<file path="config.mk">
export PLATFORM = sky130hd
export DESIGN_NAME = eeprom_write_ctrl
export DESIGN_NICKNAME = d
export VERILOG_FILES = /design/src/hw/eeprom_pkg.sv /design/src/hw/eeprom_cell_timer.sv /design/src/hw/eeprom_write_ctrl.sv
export SDC_FILE = /design/constraint.sdc
export NUM_CORES = 2
export LEC_CHECK = 0
export BUFFER_PORTS_ARGS = -buffer_cell sky130_fd_sc_hd__buf_2
export CAP_MARGIN = 10
export CORE_MARGIN = 2
export CORE_UTILIZATION = 40
export DETAILED_ROUTE_END_ITERATION = 16
export GPL_ROUTABILITY_DRIVEN = 0
export GPL_TIMING_DRIVEN = 0
export HOLD_SLACK_MARGIN = 0.06
export SYNTH_ARGS = -nofsm -noshare
export SYNTH_HDL_FRONTEND = slang
export SYNTH_HIERARCHICAL = 1
export SYNTH_SLANG_ARGS = --single-unit
</file>
<file path="constraint.sdc">
create_clock -name clk_sys -period 48.1 [get_ports clk_sys]
set_input_delay 9.62 -clock clk_sys [delete_from_list [all_inputs] [get_ports clk_sys]]
set_output_delay 9.62 -clock clk_sys [all_outputs]
set_load 0.01 [all_outputs]
</file>
<file path="src/hw/eeprom_pkg.sv">
// Shared constants for the data EEPROM write-control block.
// Assumes one system clock and an 8-bit special-register port from the CPU core.
package eeprom_pkg;

    ////////////////////////////////////////////////////////////////////////////
    // Register offsets in the special-register space
    localparam logic [7:0] CTRL_OFFSET = 8'h40;  // Control, bank 1 only
    localparam logic [7:0] ADDR_OFFSET = 8'h1E;  // Cell address, any bank
    localparam logic [7:0] DATA_OFFSET = 8'h1F;  // Data byte, any bank
    localparam logic [7:0] BANK_OFFSET = 8'h04;  // Bank select pointer
    localparam logic       CTRL_BANK   = 1'h1;   // Bank that exposes control

    ////////////////////////////////////////////////////////////////////////////
    // Control register field positions
    localparam int WR_EN_POS = 3;  // Write enable
    localparam int WR_POS    = 2;  // Write start
    localparam int RD_EN_POS = 1;  // Read enable
    localparam int RD_POS    = 0;  // Read start

    ////////////////////////////////////////////////////////////////////////////
    // Sizes and reset values
    localparam int         ADDR_W      = 7;      // Cell address width
    localparam int         DEPTH       = 128;    // Number of cells
    localparam logic [7:0] CELL_RESET  = 8'h00;  // Array content after reset
    localparam logic [7:0] REG_RESET   = 8'h00;  // Data and address reset value

    ////////////////////////////////////////////////////////////////////////////
    // Timing
    localparam logic [7:0] WRITE_TICKS = 8'h20;  // Timer clock edges per write
    localparam logic [2:0] READ_CYCLES = 3'h4;   // System clocks per read

    ////////////////////////////////////////////////////////////////////////////
    // Controller states
    typedef enum logic [1:0] {
        ST_IDLE    = 2'b00,
        ST_WRITING = 2'b01,
        ST_READING = 2'b10
    } ctrl_state_t;

endpackage

</file>
<file path="src/hw/eeprom_cell_timer.sv">
// Programming timer for the EEPROM cell, counted on an asynchronous timer clock.
// Assumes tmr_clk_pin is free running and slower than half of clk_sys.
module eeprom_cell_timer (
    // Clock and reset
    input  wire logic clk_sys,
    input  wire logic rst_sync_b,
    // Asynchronous timer clock
    input  wire logic tmr_clk_pin,
    // Control
    input  wire logic start,
    output logic      busy,
    output logic      done
);

    ////////////////////////////////////////////////////////////////////////////
    // State record
    typedef struct packed {
        logic       meta;   // First synchroniser stage
        logic       sync;   // Second synchroniser stage
        logic       prev;   // Delayed copy for edge detection
        logic       busy;   // Programming in progress
        logic [7:0] cnt;    // Timer edges seen so far
        logic       done;   // One-cycle completion pulse
    } timer_state_t;

    timer_state_t r_reg;
    timer_state_t r_next;
    logic         tick;    // Rising edge of the timer clock

    ////////////////////////////////////////////////////////////////////////////
    // Next state: count timer edges while busy
    always_comb
    begin
        r_next      = r_reg;
        r_next.meta = tmr_clk_pin;
        r_next.sync = r_reg.meta;
        r_next.prev = r_reg.sync;
        r_next.done = 1'b0;
        tick        = r_reg.sync & ~r_reg.prev;
        if (start && !r_reg.busy)
        begin
            // Count starts at an unaligned point of the timer period; completion lands on a clk_sys cycle
            r_next.busy = 1'b1;
            r_next.cnt  = 8'h00;
        end
        else if (r_reg.busy && tick)
        begin
            if (r_reg.cnt == eeprom_pkg::WRITE_TICKS - 8'h01)
            begin
                // Whole count elapsed
                r_next.busy = 1'b0;
                r_next.done = 1'b1;
            end
            else
            begin
                r_next.cnt = r_reg.cnt + 8'h01;
            end
        end
    end

    ////////////////////////////////////////////////////////////////////////////
    // State register
    always_ff @(posedge clk_sys or negedge rst_sync_b)
    begin
        if (!rst_sync_b)
            r_reg <= '0;
        else
            r_reg <= r_next;
    end

    assign busy = r_reg.busy;
    assign done = r_reg.done;

    ////////////////////////////////////////////////////////////////////////////
    // Checks
    a_timer_holds_busy: assert property (@(posedge clk_sys) disable iff (!rst_sync_b)
        $rose(busy) |-> busy[*4])
        else $error("Programming ended too soon after start");

endmodule

</file>
<file path="src/hw/eeprom_write_ctrl.sv">
// Data EEPROM controller: address, data, control and bank registers with cell array.
// Assumes the CPU core drives the special-register port on clk_sys.
module eeprom_write_ctrl (
    // Clock and reset
    input  wire logic       clk_sys,
    input  wire logic       rst_b,
    // Asynchronous programming timer clock
    input  wire logic       tmr_clk_pin,
    // Special-register port
    input  wire logic [7:0] mem_addr,
    input  wire logic       mem_wr,
    input  wire logic       mem_rd,
    input  wire logic [7:0] mem_wdata,
    output logic      [7:0] mem_rdata,
    // Interrupt handshake
    input  wire logic       eeprom_int_enable,
    input  wire logic       global_int_enable,
    input  wire logic       stack_full,
    input  wire logic       int_ack,
    output logic            int_request,
    output logic            eeprom_int_flag,
    // Bank pointer value seen by the core
    output logic            bank_select_pointer
);

    ////////////////////////////////////////////////////////////////////////////
    // Reset synchroniser kept apart: it must act before the state record does
    logic rst_meta_b;   // First stage
    logic rst_sync_b;   // Released reset used everywhere

    always_ff @(posedge clk_sys or negedge rst_b)
    begin
        if (!rst_b)
        begin
            rst_meta_b <= 1'b0;
            rst_sync_b <= 1'b0;
        end
        else
        begin
            rst_meta_b <= 1'b1;
            rst_sync_b <= rst_meta_b;
        end
    end

    ////////////////////////////////////////////////////////////////////////////
    // State record
    typedef struct packed {
        eeprom_pkg::ctrl_state_t st;      // Controller state
        logic [6:0]              addr;    // Cell address
        logic [7:0]              data;    // Data byte
        logic                    bank;    // Bank select
        logic                    wr_en;   // Write enable
        logic                    wr;      // Write start / busy
        logic                    rd_en;   // Read enable
        logic                    rd;      // Read start / busy
        logic                    flag;    // Write-done interrupt flag
        logic [2:0]              rcnt;    // Read cycle counter
        logic [7:0]              rdata;   // Registered read answer
        logic [127:0][7:0]       cells;   // Cell array
    } ctrl_rec_t;

    ctrl_rec_t r_reg;
    ctrl_rec_t r_next;

    // Decoded accesses
    logic ctrl_hit;      // Address matches control, any bank
    logic ctrl_wr;       // Control write that lands
    logic data_wr;       // Data byte written by software
    logic read_done;     // Last read cycle
    logic start_write;   // Write launch pulse to timer
    logic tmr_busy;      // Timer still counting
    logic tmr_done;      // Programming finished

    assign ctrl_hit = (mem_addr == eeprom_pkg::CTRL_OFFSET);
    assign ctrl_wr  = mem_wr && ctrl_hit && (r_reg.bank == eeprom_pkg::CTRL_BANK);
    assign data_wr  = mem_wr && (mem_addr == eeprom_pkg::DATA_OFFSET);
    assign read_done = (r_reg.st == eeprom_pkg::ST_READING)
                    && (r_reg.rcnt == eeprom_pkg::READ_CYCLES - 3'h1);
    assign start_write = (r_reg.st == eeprom_pkg::ST_WRITING) && !tmr_busy && !tmr_done;

    ////////////////////////////////////////////////////////////////////////////
    // Programming timer on the asynchronous clock
    eeprom_cell_timer u_timer (
        .clk_sys     (clk_sys),
        .rst_sync_b  (rst_sync_b),
        .tmr_clk_pin (tmr_clk_pin),
        .start       (start_write),
        .busy        (tmr_busy),
        .done        (tmr_done)
    );

    ////////////////////////////////////////////////////////////////////////////
    // Next state: register writes, operation sequencing, read answer
    always_comb
    begin
        r_next = r_reg;

        // Plain register writes
        if (mem_wr && mem_addr == eeprom_pkg::ADDR_OFFSET)
            r_next.addr = mem_wdata[6:0];
        if (data_wr)
            r_next.data = mem_wdata;
        if (mem_wr && mem_addr == eeprom_pkg::BANK_OFFSET)
            r_next.bank = mem_wdata[0];

        // Control write; start bits are set-only, hardware clears them
        if (ctrl_wr)
        begin
            r_next.wr_en = mem_wdata[eeprom_pkg::WR_EN_POS];
            r_next.rd_en = mem_wdata[eeprom_pkg::RD_EN_POS];
            if (r_reg.st == eeprom_pkg::ST_IDLE)
            begin
                // Start only counts if the enable was already set
                if (mem_wdata[eeprom_pkg::WR_POS] && r_reg.wr_en)
                begin
                    r_next.wr = 1'b1;
                    r_next.st = eeprom_pkg::ST_WRITING;
                end
                else if (mem_wdata[eeprom_pkg::RD_POS] && r_reg.rd_en)
                begin
                    r_next.rd   = 1'b1;
                    r_next.rcnt = 3'h0;
                    r_next.st   = eeprom_pkg::ST_READING;
                end
            end
        end

        // Read sequence: fixed count of system clocks
        if (r_reg.st == eeprom_pkg::ST_READING)
        begin
            if (read_done)
            begin
                r_next.rd   = 1'b0;
                r_next.data = r_reg.cells[r_reg.addr];
                r_next.st   = eeprom_pkg::ST_IDLE;
            end
            else
            begin
                r_next.rcnt = r_reg.rcnt + 3'h1;
            end
        end

        // Write completion from the timer
        if (r_reg.st == eeprom_pkg::ST_WRITING && tmr_done)
        begin
            r_next.cells[r_reg.addr] = r_reg.data;
            r_next.wr = 1'b0;
            r_next.st = eeprom_pkg::ST_IDLE;
        end

        // Flag: a completion in the acknowledge cycle wins over the clear
        if (int_ack)
            r_next.flag = 1'b0;
        if (r_reg.st == eeprom_pkg::ST_WRITING && tmr_done)
            r_next.flag = 1'b1;

        // Registered read answer; unmapped and hidden addresses read zero
        r_next.rdata = 8'h00;
        if (mem_rd)
        begin
            case (mem_addr)
                eeprom_pkg::ADDR_OFFSET: r_next.rdata = {1'b0, r_reg.addr};
                eeprom_pkg::DATA_OFFSET: r_next.rdata = r_reg.data;
                eeprom_pkg::BANK_OFFSET: r_next.rdata = {7'h00, r_reg.bank};
                eeprom_pkg::CTRL_OFFSET:
                begin
                    if (r_reg.bank == eeprom_pkg::CTRL_BANK)
                        r_next.rdata = {4'h0, r_reg.wr_en, r_reg.wr, r_reg.rd_en, r_reg.rd};
                end
                default: r_next.rdata = 8'h00;
            endcase
        end
    end

    ////////////////////////////////////////////////////////////////////////////
    // State register; reset clears enables, starts and the bank pointer
    always_ff @(posedge clk_sys or negedge rst_sync_b)
    begin
        if (!rst_sync_b)
        begin
            r_reg       <= '0;
            r_reg.st    <= eeprom_pkg::ST_IDLE;
            r_reg.data  <= eeprom_pkg::REG_RESET;
            r_reg.cells <= {eeprom_pkg::DEPTH{eeprom_pkg::CELL_RESET}};
        end
        else
        begin
            r_reg <= r_next;
        end
    end

    ////////////////////////////////////////////////////////////////////////////
    // Outputs
    assign mem_rdata           = r_reg.rdata;
    assign eeprom_int_flag     = r_reg.flag;
    assign bank_select_pointer = r_reg.bank;
    // Vector request only when every gate is open
    assign int_request = r_reg.flag && eeprom_int_enable
                      && global_int_enable && !stack_full;

    ////////////////////////////////////////////////////////////////////////////
    // Checks
    a_wr_needs_enable: assert property (@(posedge clk_sys) disable iff (!rst_sync_b)
        $rose(r_reg.wr) |-> $past(r_reg.wr_en))
        else $error("Write started without write enable");

    a_wr_self_clear: assert property (@(posedge clk_sys) disable iff (!rst_sync_b)
        (r_reg.wr && tmr_done) |=> !r_reg.wr)
        else $error("Write start not cleared at completion");

    a_flag_on_done: assert property (@(posedge clk_sys) disable iff (!rst_sync_b)
        (r_reg.st == eeprom_pkg::ST_WRITING && tmr_done) |=> eeprom_int_flag)
        else $error("Flag not set at write end");

    a_int_gated: assert property (@(posedge clk_sys) disable iff (!rst_sync_b)
        int_request |-> (eeprom_int_flag && eeprom_int_enable && global_int_enable && !stack_full))
        else $error("Interrupt requested with a gate closed");

    a_ack_clears: assert property (@(posedge clk_sys) disable iff (!rst_sync_b)
        (int_ack && !tmr_done) |=> !eeprom_int_flag)
        else $error("Flag survived interrupt service");

    a_rd_needs_enable: assert property (@(posedge clk_sys) disable iff (!rst_sync_b)
        $rose(r_reg.rd) |-> $past(r_reg.rd_en))
        else $error("Read started without read enable");

    a_rd_duration: assert property (@(posedge clk_sys) disable iff (!rst_sync_b)
        $rose(r_reg.rd) |-> r_reg.rd[*4] ##1 (!r_reg.rd && r_reg.data == $past(r_reg.cells[r_reg.addr])))
        else $error("Read start length or fetched byte wrong");

    a_data_hold: assert property (@(posedge clk_sys) disable iff (!rst_sync_b)
        $changed(r_reg.data) |-> ($past(data_wr) || $past(read_done)))
        else $error("Data byte changed without an operation");

    a_addr_bit7: assert property (@(posedge clk_sys) disable iff (!rst_sync_b)
        (mem_rd && mem_addr == eeprom_pkg::ADDR_OFFSET) |=> !mem_rdata[7])
        else $error("Address bit seven read as one");

    a_ctrl_bank0: assert property (@(posedge clk_sys) disable iff (!rst_sync_b)
        (mem_wr && ctrl_hit && !r_reg.bank) |=> (r_reg.wr_en == $past(r_reg.wr_en)))
        else $error("Control written while bank zero selected");

endmodule

</file>
### Word-level counts from Yosys, hierarchy flattened

Index checks and enable logic that the tools add are counted.

* add/sub/neg operators: 2
* div/mod/pow operators: 0
* reduce and logical (&&, ||, !) cells: 30
* magnitude comparators: 2
* eq/ne operators: 9
* shift operators: 0
* multiplexer cells: 41
* multiply operators: 0
* bitwise gates (word level): 2

Operators by type and width (count)
* bitwise mux 1024 bit: 1
* binary-select mux 8 bit (select 7 bit): 1
* demux 8 bit (select 7 bit): 1
* two-way mux 8 bit: 7
* case mux 8 bit (4 select lines): 1
* == test 8 x 5 -> 1 bit, second input constant: 3
* two-way mux 3 bit: 7
* logical AND 1 bit: 17
* two-way mux 2 bit: 7
* two-way mux 1 bit: 13
* nonzero test 2 bit: 6
* two-way mux 10 bit: 1
* two-way mux 9 bit: 1
* adder 8 x 1 -> 8 bit, second input constant: 1
* == test 8 x 3 -> 1 bit, second input constant: 1
* == test 8 x 7 -> 1 bit, second input constant: 1
* less-than comparator 7 x 8 -> 1 bit, second input constant: 1
* greater-or-equal comparator 7 x 1 -> 1 bit, second input constant: 1
* two-way mux 4 bit: 1
* AND reduction 2 bit: 2
* adder 3 x 1 -> 3 bit, second input constant: 1
* == test 3 x 2 -> 1 bit, second input constant: 1
* logical NOT 1 bit: 3
* AND reduction 3 bit: 1
* 6 further kinds: 6

* memory bits (read-only): 0
* memories: 0
* RAM bits: 0
* register bits: 1073
* bits in latches: 0
* output and inout bits: 11

### Logic depth before layout (Yosys ltp)

* word-level depth: 8
* depth in mapped cells: 12
* gate-level depth less buffers: 7

### Modules after synthesis

The synthesis kept the hierarchy.

By module, submodules not included
* eeprom_write_ctrl: area each 48719.2 µm², sequential area each 26525.4 µm², cells an instance 3557, instances 1
* eeprom_cell_timer: area each 624.3 µm², sequential area each 325.3 µm², cells an instance 53, instances 1

### Worst setup path after synthesis

Ideal clock, no wire load.

* path type: in2out
* from: in stack_full
* to: out int_request
* buffers on the path: 0
* required time: 38480 ps
* arrival: 9893 ps
* stages: 1
* slack: 28587 ps
* path through: and4b_1

* longest elaborated chain between the ends: 2

RTL lines
* start: declaration: line eeprom_write_ctrl.sv:18 `input wire logic stack_full,`
* logical NOT 1 bit: line eeprom_write_ctrl.sv:199 `&& global_int_enable && !stack_full;`
* logical AND 1 bit: line eeprom_write_ctrl.sv:199
* end: declaration: line eeprom_write_ctrl.sv:20 `output logic int_request,`

No other way between the ends.

### Worst setup path in the final report

Same ends and word-level chain as after synthesis.

==> impl_metrics.env <==
export IMPL_fmax_mhz=50.8
export IMPL_outcome="finished, final reports clean"
export IMPL_fin_crit_ps=19670
export IMPL_ctsHoldBuffers=0
export IMPL_cp_arrival_ps=10050
export IMPL_numCtsBuffers=117
export IMPL_drc=0
export IMPL_clock_root_buffer="clkbuf_16"
export IMPL_drt_total_wl_mm=196
export IMPL_syn_nets=3638
export IMPL_seq_area_frac_synth_pct=54.4
export IMPL_overflow=0
export IMPL_die_h_um=355
export IMPL_power_density_mw_per_mm2=35.5
export IMPL_antenna_found_initial=10
export IMPL_first_pass_iters=7
export IMPL_syn_instance_count=3610
export IMPL_cp_end_kind="primary output"
export IMPL_path_max_fanout=1
export IMPL_layout_nets=3821
export IMPL_cts_setup_buffers=0
export IMPL_critPathLaunchType="primary input"
export IMPL_vias=35200
export IMPL_drv_cap=0
export IMPL_viasPerCell=6.38
export IMPL_worst_pin_slew_ps=1480
export IMPL_synth_area_leaders="dfrtp_1 54%, mux2_2 22%, mux4_2 3.6%"
export IMPL_r2r_cells=10
export IMPL_cts_sinks=1073
export IMPL_highest_layer="met5"
export IMPL_start_util_pct=40.4
export IMPL_grt_usage_pct=30.8
export IMPL_setup_viol=0
export IMPL_vdd_drop_max_uv=34.0
export IMPL_clkTransAtPathRegs_ps=60
export IMPL_syn_area_mm2=0.0493
export IMPL_grt_pass1_wl_mm=273
export IMPL_p_leak_uw=0.0264
export IMPL_rows=128
export IMPL_slew_violations=0
export IMPL_reg2reg_slack_ps=43410
export IMPL_synth_common_cells="1073 x dfrtp_1, 948 x mux2_2, 155 x clkbuf_1"
export IMPL_layout_drive_gt1_share_pct=38.4
export IMPL_place_area_mm2=0.0522
export IMPL_grt_start_max_net_pins=70
export IMPL_yosysWarnings=6
export IMPL_finClkSkew_ps=52.2
export IMPL_met1_length_mm=79.5
export IMPL_fin_crit_sh_pct=40.9
export IMPL_max_slew_margin_pct=1.20
export IMPL_final_area_mm2=0.0561
export IMPL_synth_most_common_cell="dfrtp_1"
export IMPL_synth_seq_cells=1073
export IMPL_hpwl_mm=133
export IMPL_largest_reg_flops=1048
export IMPL_die_area_mm2=0.126
export IMPL_synth_area_per_cell_um2=13.7
export IMPL_synth_top_cell_by_area="dfrtp_1"
export IMPL_io_pins=36
export IMPL_wl_met3_mm=22.3
export IMPL_rsz0062_at_grt="no"
export IMPL_tritoncts="done"
export IMPL_fillers=11000
export IMPL_async_flop_share_pct=100
export IMPL_core_area_mm2=0.122
export IMPL_wl_per_cell_um=35.6
export IMPL_die_w_um=355
export IMPL_required_ps=38480
export IMPL_drtAntennaViolNets=0
export IMPL_synth_top_cell_area_share_pct=54.4
export IMPL_grt_pass1_vias=34500
export IMPL_drtIter0Drc=4747
export IMPL_io_buffers=35
export IMPL_reg2reg_from="r_reg[1050]"
export IMPL_cts_max_level=3
export IMPL_clk_path_buf_depth=3
export IMPL_clock_latency_ps=750
export IMPL_rr_endpoint="r_reg[1041]"
export IMPL_area_growth_pct=13.7
export IMPL_cts_resized=0
export IMPL_synth_edf_count=0
export IMPL_min_path_type="reg -> async"
export IMPL_hold_violations=0
export IMPL_tns_ps=0
export IMPL_critPathKind="in -> out"
export IMPL_synth_flop_cell="dfrtp_1"
export IMPL_wl_met2_mm=81.4
export IMPL_ys_types=85
[report_power, final]
part | internal [uW] | switching, uW | total, uW | leakage, uW
clock network | 524 | 392 | 916 | 0.00191
logic | 33.2 | 138 | 172 | 0.00955
registers | 904 | 1.56 | 905 | 0.0149
total | 1460 | 532 | 1990 | 0.0264
[metrics by stage]
step / setup WS [ps] / total power [uW] / hold WS [ps] / std cells / util, %
final: 28430 / 1990 / 302 / 5512 / 46.0
after global routing: 28410 / 2030 / 341 / 5508 / 46.0
after CTS: 28420 / 1990 / 320 / 5504 / 45.9
after detailed placement: 28420 / 1080 / 315 / 5295 / 42.7
after global placement: 2320 / 1080 / 336 / 5270 / 42.2
after floorplan: 15980 / 996 / 331 / 3610 / -
[worst max-delay path by stage]
stage,from,endpoint,slack (ps),cells after the start
6_report,stack_full,int_request,28430,3
5_1_grt,stack_full,int_request,28410,3
4_1_cts,stack_full,int_request,28420,3
3_5_place_dp,stack_full,int_request,28420,3
3_3_place_gp,rst_sync_b,r_reg[267],2320,0
2_1_floorplan,rst_sync_b,bank_select_pointer,15980,0
[cells by family after synthesis]
family	share of synthesized area, %
multiplexers	30.0
flip-flops	54.4
AO/OA/AOI/OAI	7.64
AND/OR/NAND/NOR	4.88
buffers and inverters	2.90
adder cells (fa/ha/maj)	0.0761
XOR/XNOR	0.0355
other	0.00760
[layer usage]
layer  track usage, %  up-vias
met1             41.7    18600
met2             43.2     2154
met3             9.84      550
met5            0.679        -
met4             18.1       10
li1                 -    13800
[cells in the final DEF, fill, tap and decap left out, types with 32 or more instances in the layout]
master	count
mux2i_1	112
nor2_2	42
a21oi_1	82
a22oi_1	59
dfrtp_1	1072
mux4_2	79
clkbuf_1	179
nor2_1	123
mux2_2	948
o221ai_1	35
nand2_1	140
mux2_1	111
buf_2	108
o21ai_0	50
a221oi_1	118
buf_4	32
clkbuf_16	118
[area by class of cell]
class	instances	area (um^2)	area share (%)
Inverter	10	37.5	0.0669
Antenna cell	4	10.0	0.0178
Buffer	287	1390	2.48
Clock inverter	36	390	0.696
Sequential cell	1073	26900	47.9
Multi-Input combinational cell	2240	21100	37.6
Timing Repair Buffer	64	832	1.48
Clock buffer	173	3470	6.19
Tap cell	1625	2030	3.63
[critical path: stages]
cell and delay, ps:
buf_2 90, and4b_1 220, buf_2 120
No activity file was read; power rests on OpenSTA's default activity.
